<file path="src/hw/nvram_host_pkg.sv">
// Purpose: Constants for the host controller of a byte-wide battery-backed memory
// Assumes: MCLK at 200 MHz
// Notes: Summary list below
// Summary of operation
// Strobes decode read, write, standby
// Seventeen address bits pick one byte
// Read data valid after access delay
// Read whenever write high, select low
// Write starts at later falling strobe
// Write ends at earlier rising strobe
// Host holds address stable during write
// Host waits write recovery after write
// Host keeps output enable high writing
// Falling write strobe disables outputs
// Full access above 3.0V, protect 2.8V
// Protected: inputs ignored, outputs tri-stated
// Battery powers array below 2.5V
// Host waits recovery before first access
// Supervisor reset low on supply failure
// Reset held through power-up timeout
// Power-up timeout 225 to 525 ms; the device model uses RST_TIMEOUT_NS = 400 ns
// Battery enabled first time supply valid
// Supervisor reset is open drain
// Read returns byte last written
package nvram_host_pkg;
  localparam int ADDR_W = 17;
  localparam int DATA_W = 8;
  localparam int CLK_PERIOD_NS = 5;
  // Access timing, ns
  localparam int ACCESS_DELAY_NS = 100;
  localparam int WRITE_PULSE_NS = 75;
  localparam int WRITE_RECOVERY_NS = 5;
  localparam int SETUP_NS = 5;
  // Recovery after reset release, ms
  localparam int ACCESS_RECOVERY_MS = 2;
  localparam int ACCESS_CYCLES =
    (ACCESS_DELAY_NS + CLK_PERIOD_NS - 1) / CLK_PERIOD_NS + 1;
  localparam int WRITE_CYCLES =
    (WRITE_PULSE_NS + CLK_PERIOD_NS - 1) / CLK_PERIOD_NS;
  localparam int RECOVERY_CYCLES =
    (WRITE_RECOVERY_NS + CLK_PERIOD_NS - 1) / CLK_PERIOD_NS + 1;
  localparam int SETUP_CYCLES = (SETUP_NS + CLK_PERIOD_NS - 1) / CLK_PERIOD_NS;
  localparam int ACCESS_RECOVERY_CYCLES = ACCESS_RECOVERY_MS * 200000;
  localparam int CNT_W = 20;
  typedef enum logic [2:0] {
    ST_WAIT_RST, ST_IDLE, ST_SETUP, ST_READ, ST_WRITE, ST_RECOVER
  } host_state_t;
endpackage : nvram_host_pkg

</file>
<file path="src/hw/nvram_host.sv">
// Purpose: Host controller driving an asynchronous battery-backed memory
// Assumes: Device pins synchronous to MCLK
// Notes: One access at a time; request taken when ready
`timescale 1ns/100ps
`default_nettype none
module nvram_host
  import nvram_host_pkg::*;
#(
  parameter int RECOVERY = nvram_host_pkg::ACCESS_RECOVERY_CYCLES
) (
  input wire logic MCLK,
  input wire logic SYS_RST,
  input wire logic REQ_VALID,
  input wire logic REQ_WRITE,
  input wire logic [nvram_host_pkg::ADDR_W-1:0] REQ_ADDR,
  input wire logic [nvram_host_pkg::DATA_W-1:0] REQ_WDATA,
  output logic REQ_READY,
  output logic RSP_VALID,
  output logic [nvram_host_pkg::DATA_W-1:0] RSP_RDATA,
  output logic MEM_READY,
  output logic [nvram_host_pkg::ADDR_W-1:0] BYTE_ADDRESS,
  input wire logic [nvram_host_pkg::DATA_W-1:0] DATA_LINE_IN,
  output logic [nvram_host_pkg::DATA_W-1:0] DATA_LINE_OUT,
  output logic DATA_LINE_OE,
  output logic SELECT_N,
  output logic WRITE_N,
  output logic OUT_EN_N,
  input wire logic SUP_RST_N
);
  import nvram_host_pkg::*;
  host_state_t state_reg;
  logic [CNT_W-1:0] cnt_reg;
  logic ready;
  logic [ADDR_W-1:0] addr_reg;
  logic [DATA_W-1:0] wdata_reg;
  logic [DATA_W-1:0] rdata_reg;
  logic rsp_reg;
  logic sel_n_reg;
  logic we_n_reg;
  logic oe_n_reg;
  logic dq_oe_reg;
  logic wr_reg;

  nvram_reset_watch #(
    .RECOVERY(RECOVERY)
  ) u_watch (
    .clk(MCLK),
    .rst(SYS_RST),
    .sup_rst_n(SUP_RST_N),
    .ready(ready)
  );

  assign REQ_READY = (state_reg == ST_IDLE) && ready;
  assign MEM_READY = ready;
  assign BYTE_ADDRESS = addr_reg;
  assign DATA_LINE_OUT = wdata_reg;
  assign DATA_LINE_OE = dq_oe_reg;
  assign SELECT_N = sel_n_reg;
  assign WRITE_N = we_n_reg;
  assign OUT_EN_N = oe_n_reg;
  assign RSP_VALID = rsp_reg;
  assign RSP_RDATA = rdata_reg;

  // Sequencer and strobes
  always_ff @(posedge MCLK or posedge SYS_RST) begin
    if (SYS_RST) begin
      state_reg <= ST_WAIT_RST;
      cnt_reg <= '0;
      sel_n_reg <= 1'b1;
      we_n_reg <= 1'b1;
      oe_n_reg <= 1'b1;
      dq_oe_reg <= 1'b0;
      wr_reg <= 1'b0;
    end else begin
      case (state_reg)
        ST_WAIT_RST: begin
          // Hold off access
          if (ready) begin
            state_reg <= ST_IDLE;
          end
        end
        ST_IDLE: begin
          if (!ready) begin
            state_reg <= ST_WAIT_RST;
          end else if (REQ_VALID) begin
            wr_reg <= REQ_WRITE;
            dq_oe_reg <= REQ_WRITE;
            cnt_reg <= '0;
            state_reg <= ST_SETUP;
          end
        end
        ST_SETUP: begin
          // Address settled first
          if (cnt_reg >= CNT_W'(SETUP_CYCLES - 1)) begin
            cnt_reg <= '0;
            sel_n_reg <= 1'b0;
            if (wr_reg) begin
              // Both strobes fall
              we_n_reg <= 1'b0;
              state_reg <= ST_WRITE;
            end else begin
              // Read with write high
              oe_n_reg <= 1'b0;
              state_reg <= ST_READ;
            end
          end else begin
            cnt_reg <= cnt_reg + 1'b1;
          end
        end
        ST_READ: begin
          // Wait access delay
          if (cnt_reg >= CNT_W'(ACCESS_CYCLES - 1)) begin
            cnt_reg <= '0;
            sel_n_reg <= 1'b1;
            oe_n_reg <= 1'b1;
            state_reg <= ST_RECOVER;
          end else begin
            cnt_reg <= cnt_reg + 1'b1;
          end
        end
        ST_WRITE: begin
          // Strobes rise, data held
          if (cnt_reg >= CNT_W'(WRITE_CYCLES - 1)) begin
            cnt_reg <= '0;
            sel_n_reg <= 1'b1;
            we_n_reg <= 1'b1;
            state_reg <= ST_RECOVER;
          end else begin
            cnt_reg <= cnt_reg + 1'b1;
          end
        end
        ST_RECOVER: begin
          // Write strobe high recovery
          dq_oe_reg <= 1'b0;
          if (cnt_reg >= CNT_W'(RECOVERY_CYCLES - 1)) begin
            cnt_reg <= '0;
            state_reg <= ST_IDLE;
          end else begin
            cnt_reg <= cnt_reg + 1'b1;
          end
        end
        default: begin
          state_reg <= ST_WAIT_RST;
        end
      endcase
    end
  end

  // Request capture
  always_ff @(posedge MCLK or posedge SYS_RST) begin
    if (SYS_RST) begin
      addr_reg <= '0;
      wdata_reg <= '0;
    end else if (REQ_READY && REQ_VALID) begin
      // Byte address latched
      addr_reg <= REQ_ADDR;
      wdata_reg <= REQ_WDATA;
    end
  end

  // Read data capture
  always_ff @(posedge MCLK or posedge SYS_RST) begin
    if (SYS_RST) begin
      rdata_reg <= '0;
      rsp_reg <= 1'b0;
    end else begin
      rsp_reg <= 1'b0;
      // Sample stored byte
      if (state_reg == ST_READ && cnt_reg >= CNT_W'(ACCESS_CYCLES - 1)) begin
        rdata_reg <= DATA_LINE_IN;
        rsp_reg <= 1'b1;
      end else if (state_reg == ST_WRITE &&
                   cnt_reg >= CNT_W'(WRITE_CYCLES - 1)) begin
        rsp_reg <= 1'b1;
      end
    end
  end

  // Output enable high writing
  property p_oe_off_write;
    @(posedge MCLK) disable iff (SYS_RST) !WRITE_N |-> OUT_EN_N;
  endproperty
  a_oe_off_write: assert property (p_oe_off_write) else $error("oe low in write");
  // No drive during read
  property p_no_drive_read;
    @(posedge MCLK) disable iff (SYS_RST) !OUT_EN_N |-> !DATA_LINE_OE;
  endproperty
  a_no_drive_read: assert property (p_no_drive_read) else $error("contention");
  // Address stable in write
  property p_addr_stable;
    @(posedge MCLK) disable iff (SYS_RST)
      (!WRITE_N && !SELECT_N && !$past(WRITE_N)) |-> $stable(BYTE_ADDRESS);
  endproperty
  a_addr_stable: assert property (p_addr_stable) else $error("addr moved");
  // Write pulse length
  property p_write_len;
    @(posedge MCLK) disable iff (SYS_RST)
      $fell(WRITE_N) |-> (!WRITE_N && !SELECT_N)[*8] ##1
      (!WRITE_N && !SELECT_N)[*7] ##1 WRITE_N;
  endproperty
  a_write_len: assert property (p_write_len) else $error("write pulse");
  // Data held until end
  property p_data_hold;
    @(posedge MCLK) disable iff (SYS_RST)
      $rose(WRITE_N) |-> DATA_LINE_OE && $stable(DATA_LINE_OUT);
  endproperty
  a_data_hold: assert property (p_data_hold) else $error("data hold");
  // Recovery before next
  property p_recovery;
    @(posedge MCLK) disable iff (SYS_RST)
      $rose(WRITE_N) |-> SELECT_N[*2];
  endproperty
  a_recovery: assert property (p_recovery) else $error("recovery");
  // No access before ready
  property p_no_early;
    @(posedge MCLK) disable iff (SYS_RST) !MEM_READY |-> !REQ_READY;
  endproperty
  a_no_early: assert property (p_no_early) else $error("early access");
  // Read strobe length
  property p_read_len;
    @(posedge MCLK) disable iff (SYS_RST)
      $fell(OUT_EN_N) |-> ##21 (OUT_EN_N && RSP_VALID);
  endproperty
  a_read_len: assert property (p_read_len) else $error("read length");
  c_read: cover property (@(posedge MCLK) $fell(OUT_EN_N));
  c_write: cover property (@(posedge MCLK) $fell(WRITE_N));
  c_ready: cover property (@(posedge MCLK) $rose(MEM_READY));
endmodule : nvram_host
`default_nettype wire

</file>
<file path="src/hw/nvram_reset_watch.sv">
// Purpose: Track supervisor reset and timed access recovery
// Assumes: Reset pin pulled high externally
// Notes: Ready only after recovery count
`timescale 1ns/100ps
`default_nettype none
module nvram_reset_watch
  import nvram_host_pkg::*;
#(
  parameter int RECOVERY = ACCESS_RECOVERY_CYCLES
) (
  input wire logic clk,
  input wire logic rst,
  input wire logic sup_rst_n,
  output logic ready
);
  logic [CNT_W-1:0] cnt_reg;
  logic ready_reg;
  // Wait recovery interval
  always_ff @(posedge clk or posedge rst) begin
    if (rst) begin
      cnt_reg <= '0;
      ready_reg <= 1'b0;
    end else if (!sup_rst_n) begin
      // Supply failure drops ready
      cnt_reg <= '0;
      ready_reg <= 1'b0;
    end else if (!ready_reg) begin
      if (cnt_reg >= CNT_W'(RECOVERY - 1)) begin
        ready_reg <= 1'b1;
      end else begin
        cnt_reg <= cnt_reg + 1'b1;
      end
    end
  end
  assign ready = ready_reg;
endmodule : nvram_reset_watch
`default_nettype wire

</file>
<file path="config.mk">
export PLATFORM = sky130hd
export DESIGN_NAME = nvram_host
export DESIGN_NICKNAME = d
export VERILOG_FILES = /design/src/hw/nvram_host_pkg.sv /design/src/hw/nvram_host.sv /design/src/hw/nvram_reset_watch.sv
export SDC_FILE = /design/constraint.sdc
export NUM_CORES = 1
export LEC_CHECK = 0
export BUFFER_PORTS_ARGS = -buffer_cell sky130_fd_sc_hd__buf_2
export CAP_MARGIN = 20
export CORE_MARGIN = 3
export CORE_UTILIZATION = 35
export DETAILED_ROUTE_END_ITERATION = 6
export GPL_TIMING_DRIVEN = 0
export PLACE_DENSITY = 0.59
export SYNTH_ARGS = -nofsm -noshare
export SYNTH_HDL_FRONTEND = slang
export SYNTH_HIERARCHICAL = 1
export SYNTH_SLANG_ARGS = --single-unit
</file>
<file path="constraint.sdc">
create_clock -name MCLK -period 4.66 [get_ports MCLK]
set_clock_uncertainty 0.05 [all_clocks]
set_input_delay 0.466 -clock MCLK [delete_from_list [all_inputs] [get_ports MCLK]]
set_output_delay 0.466 -clock MCLK [all_outputs]
set_load 0.02 [all_outputs]
</file>
==> results.py, run 1 <==
metrics = {
    "status": {
        "status": "completed",
    },
    "clock_network": {
        "clock_path_buffers": 2,
        "holdBufCountCts": 0,
        "clk_latency_ns": 0.33,
        "clkTransAtPathRegs_ns": 0.07,
        "cts_root_buf": "clkbuf_16",
        "cts_resized": 0,
        "htreeDepth": 3,
        "cts_tree": "yes",
        "clock_sinks": 83,
        "cts_setup_buffers": 0,
        "numCtsBuffers": 9,
    },
    "sta": {
        "setup-violations-final": 0,
        "fin_crit_ns": 2.70,
        "setup_tns_ns": 0,
        "finalHoldViolations": 0,
        "tightestPinTransition_ns": 0.816,
        "fmax_ghz": 0.370,
        "rsz0062_at_grt": "false",
        "maxSlewViolCount": 0,
        "relSlewSlack": 0.456,
        "fin_crit_sh": 0.580,
    },
    "layout": {
        "final_cell_area_um2": 4860,
        "drive_gt1_frac": 0.319,
        "n_antenna_cell": 0,
        "area_delta_synth_final_pct": 23.1,
        "final_net_count": 492,
    },
    "yosys": {
        "async_flop_share": 1.00,
        "yosysTopAreaCell": "dfrtp_1",
        "syn-num-nets": 403,
        "syn-cell-area_um2": 3950,
        "ys_warn_count": 6,
        "ys_seq_area_frac": 0.527,
        "synth_cell_type_count": 52,
        "synth_area_leaders": "dfrtp_1 (51%), mux2_2 (7.1%), mux2_4 (3.0%), a21oi_1 (2.5%), nand2_1 (2.4%)",
        "post-synth-top-count-cell": "dfrtp_1",
        "synth_seq_cells": 83,
        "synth_edf_count": 0,
        "synth_area_per_cell_um2": 11.0,
        "synth_top_cell_area_share": 0.507,
        "ys_top_cells_by_count": "dfrtp_1 (80), mux2_2 (25), nand2_1 (25)",
        "syn_inst": 360,
        "synth_flop_cell": "dfrtp_1",
    },
    "routing": {
        "drtPass1Iterations": 4,
        "drtIter0Drc": 212,
        "drc": 0,
        "drt_wl_total_mm": 8.48,
        "vias_per_cell": 5.23,
        "wire_per_inst_um": 14.3,
        "via_count": 3107,
        "antenna_left": 0,
    },
    "global_route": {
        "grt_max_degree": 44,
        "grt_pass1_vias": 2985,
        "grt_antenna_before_repair": 0,
        "grt_pass1_wl_mm": 14.4,
        "grt-ovfl-total": 0,
        "grt_usage": 0.138,
    },
    "die": {
        "die_x_um": 112,
        "initial_utilization": 0.361,
        "die_area_um2": 12600,
        "ios": 78,
        "die_y_um": 112,
        "rows": 38,
        "core_um2": 10900,
    },
    "setup_path": {
        "r2r_slack_ns": 1.96,
        "worstSetupStartpointType": "register",
        "cp.required_ns": 4.83,
        "critPathCaptureType": "register",
        "r2r-start": "u_watch/cnt_reg[13]",
        "timing.rr.end": "u_watch/cnt_reg[13]",
        "worstSetupPathType": "reg2reg",
        "reg2reg_depth": 7,
        "cp.arrival_ns": 2.87,
        "crit_path_max_fanout": 10,
    },
    "power_and_ir_drop": {
        "p_per_area_nw_per_um2": 404,
        "vdd_drop_max_v": 0.000227,
        "power.leakage_nw": 2.38,
    },
    "job": {
        "cap_violations": 0,
    },
    "placement": {
        "hpwl_mm": 6.19,
        "gp_congestion": 0.819,
        "postPlaceCellArea_um2": 4530,
        "portBuffers": 77,
    },
    "hold_path": {
        "hold_path.class": "in2async",
    },
}
## logic make-up after synthesis
family                   count (synthesis)  synth area share
AND/OR/NAND/NOR                        132             0.188
buffers and inverters                   28            0.0327
flip-flops                              83             0.527
multiplexers                            39             0.117
AO/OA/AOI/OAI                           66             0.104
XOR/XNOR                                 7            0.0155
adder cells (fa/ha/maj)                  5            0.0159
## through the flow
step | setup WS, ns | hold WS (ns) | util | power, mW | std cells
2_1_floorplan | 2.23 | 0.393 | - | 1.08 | 360
3_3_place_gp | 1.80 | 0.431 | 0.412 | 1.18 | 577
4_1_cts | 1.99 | 0.120 | 0.444 | 1.98 | 594
3_5_place_dp | 2.08 | 0.433 | 0.414 | 1.19 | 578
6_report | 1.96 | 0.105 | 0.444 | 1.96 | 594
5_1_grt | 1.76 | 0.151 | 0.444 | 2.07 | 594
## how the worst max path moves through the flow
| stage | cells after the start | slack (ns) | endpoint | startpoint |
|---|---|---|---|---|
| finish | 7 | 1.96 | u_watch/cnt_reg[13] | u_watch/cnt_reg[13] |
| global route | 7 | 1.76 | u_watch/cnt_reg[13] | u_watch/cnt_reg[13] |
| CTS | 7 | 1.99 | u_watch/cnt_reg[13] | u_watch/cnt_reg[13] |
| detailed placement | 7 | 2.08 | u_watch/cnt_reg[13] | u_watch/cnt_reg[13] |
| global placement | 2 | 1.80 | BYTE_ADDRESS[2] | SYS_RST |
| floorplan | 6 | 2.23 | u_watch/cnt_reg[4] | u_watch/cnt_reg[16] |
## worst max-delay path: stages, from the launching register on
cell,delay [ns]
dfrtp_1,0.42
or4_4,0.54
nor4_1,0.30
and3_1,0.22
clkbuf_1,0.32
clkbuf_1,0.42
o311ai_0,0.21
o41ai_1,0.11
## placed cells by master (no fill, tap or decap), drive strengths merged, types with 2 or more instances in the layout
master	Yosys	final
nand2	26	26
nor3	10	10
ha	5	5
dfrtp	80	80
nand4	6	6
nor4b	2	2
and2	4	4
inv	12	16
o31ai	8	8
nand3	12	12
xnor2	7	7
a21oi	20	20
or3	3	3
dfstp	3	3
o21ai	16	16
buf	9	87
o21a	5	5
clkbuf	7	16
nor4	8	8
a31oi	6	6
and4	3	3
or4	8	8
nor2b	3	3
nor2	23	23
bufinv	0	2
mux2i	6	6
mux2	33	33
nor3b	2	2
a22o	2	2
nand2b	8	8
and3	11	11
## final cells by class
| class | instances | area [µm²] |
|---|---|---|
| well taps | 140 | 175 |
| repair buffers | 78 | 405 |
| clock buffers | 9 | 225 |
| clock inverters | 7 | 106 |
| fillers | 1061 | 6080 |
| multi-input cells | 249 | 1740 |
| flip-flops and latches | 83 | 2080 |
| inverters | 12 | 45.0 |
| plain buffers | 16 | 83.8 |
## power by group
| part | leakage [nW] | internal, mW | switching (mW) |
|---|---|---|---|
| clock | 0.163 | 0.480 | 0.305 |
| sequential | 1.13 | 0.777 | 0.0576 |
| combinational | 1.09 | 0.132 | 0.210 |
## layer usage
layer / track usage / share of wire
met5: 0 / 0
met4: 0.0361 / 0.011
met3: 0.0313 / 0.068
met2: 0.216 / 0.46
met1: 0.196 / 0.46
Power figures use the tool's default switching activity.
==> run 2, diff against run 1 <==
- clock period: 4.66 -> 2.85 ns (I/O delays scaled with it)
==> run 2 against run 1 <==
Effect of this change:
- sequential share of layout area down 0.099 points
- routed wire length grew 0.21%
- maximum frequency is 3.7% higher
- largest power group unchanged
- via count down 0.13%
- highest routed layer unchanged
==> results.py, run 2 (synthesized netlist as in run 1, its figures left out) <==
metrics = {
    "status": {
        "status": "completed",
    },
    "routing": {
        "drtPass1Iterations": 4,
        "drc": 0,
        "drt_wl_total_mm": 8.49,
        "via_count": 3103,
        "drtIter0Drc": 209,
        "antenna_left": 0,
        "vias_per_cell": 5.22,
        "wire_per_inst_um": 14.3,
    },
    "sta": {
        "tightestPinTransition_ns": 0.802,
        "maxSlewViolCount": 0,
        "fin_crit_ns": 2.61,
        "finalHoldViolations": 0,
        "fin_crit_sh": 0.914,
        "setup-violations-final": 0,
        "relSlewSlack": 0.465,
        "hold_ws_ns": 0.115,
        "rsz0062_at_grt": "false",
        "setup_tns_ns": 0,
        "fmax_ghz": 0.384,
    },
    "setup_path": {
        "cp.required_ns": 3.00,
        "cp.arrival_ns": 2.75,
        "crit_path_max_fanout": 10,
        "worstSetupStartpointType": "register",
        "worstSetupPathType": "reg2reg",
        "critPathCaptureType": "register",
    },
    "layout": {
        "area_delta_synth_final_pct": 23.4,
        "final.fill_count": 1059,
        "final_common_cell": "buf_2",
        "drive_gt1_frac": 0.321,
        "final_net_count": 493,
        "n_antenna_cell": 0,
        "fin_util": 0.445,
        "final_cell_mix": "buf_2 (81), dfrtp_1 (80), nand2_1 (25), mux2_2 (25), nor2_1 (23)",
    },
    "die": {
        "die_y_um": 112,
        "die_area_um2": 12600,
        "die_x_um": 112,
        "initial_utilization": 0.361,
        "ios": 78,
        "core_um2": 10900,
        "rows": 38,
    },
    "clock_network": {
        "cts_tree": "yes",
        "cts_root_buf": "clkbuf_16",
        "clkTransAtPathRegs_ns": 0.06,
        "clock_sinks": 83,
        "cts_setup_buffers": 0,
        "htreeDepth": 3,
        "numCtsBuffers": 9,
        "clock_path_buffers": 2,
        "clk_latency_ns": 0.33,
    },
    "global_route": {
        "grt_max_degree": 44,
        "grt_antenna_before_repair": 0,
        "grt-ovfl-total": 0,
        "grt_usage": 0.138,
        "grt_pass1_vias": 2985,
        "grt_pass1_wl_mm": 14.4,
    },
    "placement": {
        "hpwl_mm": 6.19,
        "gp_congestion": 0.819,
        "portBuffers": 77,
    },
    "hold_path": {
        "hold_path.class": "in2reg",
    },
    "job": {
        "cap_violations": 0,
    },
    "power_and_ir_drop": {
        "power.leakage_nw": 2.39,
        "vdd_drop_max_v": 0.000369,
        "p_per_area_nw_per_um2": 658,
    },
}
run 2: final timing paths:
path                                startpoint                  end  slack [ns]  cells past startpoint
max                        u_watch/cnt_reg[13]   u_watch/cnt_reg[4]        0.24                      7
min                                  REQ_WRITE         DATA_LINE_OE        0.11                      3
max reg2reg                u_watch/cnt_reg[13]   u_watch/cnt_reg[4]        0.24                      7
min reg2reg                            WRITE_N              WRITE_N        0.44                      2
max in group asynchronous              SYS_RST  u_watch/cnt_reg[11]        1.62                      3
min in group asynchronous              SYS_RST      BYTE_ADDRESS[5]        0.47                      3
run 2: area by class of cell:
class / instances / area [µm²] / share of cell area
Clock inverter: 7 / 106 / 0.0218
Buffer: 16 / 85.1 / 0.0175
Tap cell: 140 / 175 / 0.0360
Sequential cell: 83 / 2080 / 0.427
Timing Repair Buffer: 79 / 415 / 0.0853
Multi-Input combinational cell: 249 / 1740 / 0.357
Inverter: 12 / 45.0 / 0.00925
Clock buffer: 9 / 225 / 0.0462
run 2: what timing repair did:
action | 4_1_cts | 5_1_grt
hold buffers | 1 | 0
gates resized for setup | 0 | 2
endpoints found under the setup margin | 0 | 1
endpoints found under the hold margin | 16 | 0
run 2: critical path, cell delays in order, from the launching register on:
cell and delay [ns]:
dfrtp_1 0.41, or4_4 0.54, a311o_1 0.43, or2_4 0.26, buf_6 0.14, clkbuf_1 0.23, o31ai_1 0.32, a21oi_1 0.09
run 2: per-stage QoR:
step / instances / instance area [µm²] / setup slack (ns) / power [mW]
after detailed placement: 578 / 4530 / 0.267 / 1.95
final: 595 / 4870 / 0.244 / 3.21
after global routing: 595 / 4870 / 0.0644 / 3.38
after CTS: 595 / 4870 / 0.176 / 3.25
after global placement: 577 / 4510 / 0.169 / 1.93
after floorplan: 360 / 3950 / 0.420 / 1.77
run 2: metal layers:
metal	part of all wire	wire, µm	global-route usage
met1	0.47	3960	0.196
met3	0.065	550	0.0313
met2	0.46	3900	0.216
met4	0.010	89	0.0361
met5	0	0	0
run 2: power breakdown:
group | total (mW) | switching (mW) | internal, mW
sequential | 1.36 | 0.0942 | 1.27
clock | 1.28 | 0.497 | 0.785
combinational | 0.560 | 0.344 | 0.216
total | 3.21 | 0.935 | 2.27
==> run 3, diff against run 2 <==
- ABC_AREA: not set -> 1
- PLACE_DENSITY: 0.59 -> 0.58
==> run 3 against run 2 <==
Effect of this change:
- die area is 11% higher
- non-clock buffer count is 4 lower
- register-to-register slack better by 0.80 ns
- synthesized cell count is 56% higher
- critical path depth is 1 higher
- first-iteration DRC count is 15% lower
- final cell count is 38% higher
- worst hold slack worse by 0.11 ns
- maximum frequency is 44% higher
==> results.py, run 3 <==
metrics = {
    "status": {
        "status": "completed",
    },
    "sta": {
        "fin_crit_ns": 1.80,
        "tightestPinTransition_ns": 0.825,
        "maxSlewViolCount": 0,
        "setup-violations-final": 0,
        "fin_ws_ns": 1.05,
        "setup_tns_ns": 0,
        "rsz0062_at_grt": "false",
        "fin_crit_sh": 0.633,
        "fmax_ghz": 0.554,
        "relSlewSlack": 0.449,
        "finalHoldViolations": 0,
    },
    "power_and_ir_drop": {
        "p_per_area_nw_per_um2": 565,
        "vdd_drop_max_v": 0.000262,
        "power.leakage_nw": 3.04,
    },
    "die": {
        "die_area_um2": 14000,
        "initial_utilization": 0.363,
        "core_um2": 12200,
        "die_x_um": 118,
        "ios": 78,
        "rows": 40,
        "die_y_um": 118,
    },
    "setup_path": {
        "reg2reg_depth": 8,
        "timing.rr.end": "u_watch/cnt_reg[16]",
        "cp.required_ns": 3.07,
        "crit_path_max_fanout": 6,
        "cp.depth": 8,
        "r2r-start": "u_watch/cnt_reg[0]",
        "critPathCaptureType": "register",
        "cpPeakStageDelay_ns": 0.44,
        "worstSetupPathType": "reg2reg",
        "cp_num_buf_inv": 0,
        "r2r_slack_ns": 1.05,
        "cp.arrival_ns": 2.02,
        "cp-startpoint": "u_watch/cnt_reg[0]",
        "critical_path.endpoint": "u_watch/cnt_reg[16]",
        "worstPathCellList": "ha_1 -> nand2_2 -> nor2_1 -> nand2_1 -> nor2_1 -> xor2_1 -> nand3_1 -> nand2_1",
        "worstSetupStartpointType": "register",
        "cp_top_family": "simple AND/OR/NAND/NOR gates",
        "critPathSlowestCell": "dfrtp_1",
    },
    "global_route": {
        "grt_pass1_vias": 3624,
        "use_met1": 0.172,
        "grt_antenna_before_repair": 0,
        "grt-ovfl-total": 0,
        "grt_use_met2": 0.252,
        "grtUsageMet3": 0.0368,
        "grt_pass1_wl_mm": 16.7,
        "grt_max_degree": 34,
        "grt_usage": 0.143,
        "grt-busiest-layer": "met2",
    },
    "yosys": {
        "synth_seq_cells": 83,
        "synth_top_cell_area_share": 0.454,
        "yosysTopAreaCell": "dfrtp_1",
        "ys_warn_count": 6,
        "synth_flop_cell": "dfrtp_1",
        "ys_top_cells_by_count": "nand2_1 (202), dfrtp_1 (80), nand3_1 (57)",
        "syn-num-nets": 603,
        "ys_seq_area_frac": 0.472,
        "synth_edf_count": 0,
        "synth_cell_type_count": 35,
        "synth_area_per_cell_um2": 7.88,
        "post-synth-top-count-cell": "nand2_1",
        "syn-cell-area_um2": 4410,
        "syn_inst": 560,
        "async_flop_share": 1.00,
        "synth_area_leaders": "dfrtp_1 (45%), nand2_1 (17%), nand3_1 (6.5%), nor2_1 (4.3%), inv_1 (3.7%)",
    },
    "clock_network": {
        "cts_root_buf": "clkbuf_16",
        "htreeDepth": 3,
        "cts_tree": "yes",
        "numCtsBuffers": 9,
        "holdBufCountCts": 0,
        "cts_resized": 0,
        "clock_sinks": 83,
        "clk_latency_ns": 0.34,
        "cts_setup_buffers": 0,
        "clock_path_buffers": 2,
        "clkTransAtPathRegs_ns": 0.06,
    },
    "layout": {
        "final.fill_count": 1238,
        "n_antenna_cell": 0,
        "final_common_cell": "nand2_1",
        "fin_util": 0.438,
        "area_delta_synth_final_pct": 20.7,
        "drive_gt1_frac": 0.270,
        "layoutNonFillerInstCount": 821,
        "final_cell_mix": "nand2_1 (202), dfrtp_1 (80), buf_2 (77)",
        "final_net_count": 691,
    },
    "placement": {
        "portBuffers": 76,
        "placed_cells_incl_taps": 805,
        "gp_congestion": 0.861,
        "pre_cts_ws_ns": 1.05,
        "hpwl_mm": 7.08,
    },
    "routing": {
        "via_count": 3690,
        "drc": 0,
        "drt_wl_total_mm": 9.59,
        "antenna_left": 0,
        "vias_per_cell": 4.49,
        "wire_per_inst_um": 11.7,
        "drtIter0Drc": 178,
        "drtPass1Iterations": 4,
    },
    "job": {
        "cap_violations": 0,
    },
    "hold_path": {
        "hold_path.class": "in2async",
    },
}
## run 3: cell count changes in the layout (fill, tap and decap cells not counted), moves of 18 or more
cell	delta
nor2_1	+28
nand2_1	+177
nand3_1	+45
inv_1	+31
nand2_2	+23
a21oi_1	-18
mux2_2	-25
inv_2	+21
## run 3: final cells by class
class / instances / area (µm²) / area share
buffer: 14 / 148 / 0.0277
clock buffer: 10 / 239 / 0.0449
clock inverter: 6 / 63.8 / 0.0120
inverter: 64 / 240 / 0.0451
multi-input combinational: 399 / 1940 / 0.365
sequential: 83 / 2080 / 0.391
tap: 168 / 210 / 0.0395
timing repair buffer: 77 / 400 / 0.0752
## run 3: through the flow
stage          hold slack (ns)  instance area, µm²  power, mW
2_1_floorplan            0.212                4410       1.72
3_3_place_gp             0.398                5000       1.84
3_5_place_dp             0.391                5020       1.86
4_1_cts                 0.0260                5330       3.05
5_1_grt                 0.0487                5330       3.17
6_report               0.00271                5330       3.01
## run 3: worst min-delay path by stage
stage	slack (ns)	endpoint	startpoint	cells after the start
2_1_floorplan	0.21	u_watch/cnt_reg[0]	SYS_RST	1
5_1_grt	0.05	BYTE_ADDRESS[9]	SYS_RST	2
4_1_cts	0.03	BYTE_ADDRESS[4]	SYS_RST	2
3_5_place_dp	0.39	BYTE_ADDRESS[9]	SYS_RST	2
6_report	0.003	BYTE_ADDRESS[5]	SYS_RST	2
3_3_place_gp	0.40	RSP_RDATA[1]	RSP_RDATA[1]	2
## run 3: logic make-up after synthesis
family                   share of synthesized area
AND/OR/NAND/NOR                              0.387
AO/OA/AOI/OAI                               0.0119
buffers and inverters                       0.0879
adder cells (fa/ha/maj)                     0.0142
flip-flops                                   0.472
XOR/XNOR                                    0.0278
## run 3: where the power goes
part           switching [mW]  internal (mW)
logic                   0.349          0.217
clock network           0.474          0.702
registers              0.0468           1.22
total                   0.870           2.14
## run 3: layer usage
metal / wire length (µm) / share of wire / vias to the layer above
met3: 322 / 0.034 / 10
met2: 4810 / 0.50 / 53
met1: 4340 / 0.45 / 1731
met5: 0 / 0 / -
li1: - / - / 1896
met4: 120 / 0.013 / 0
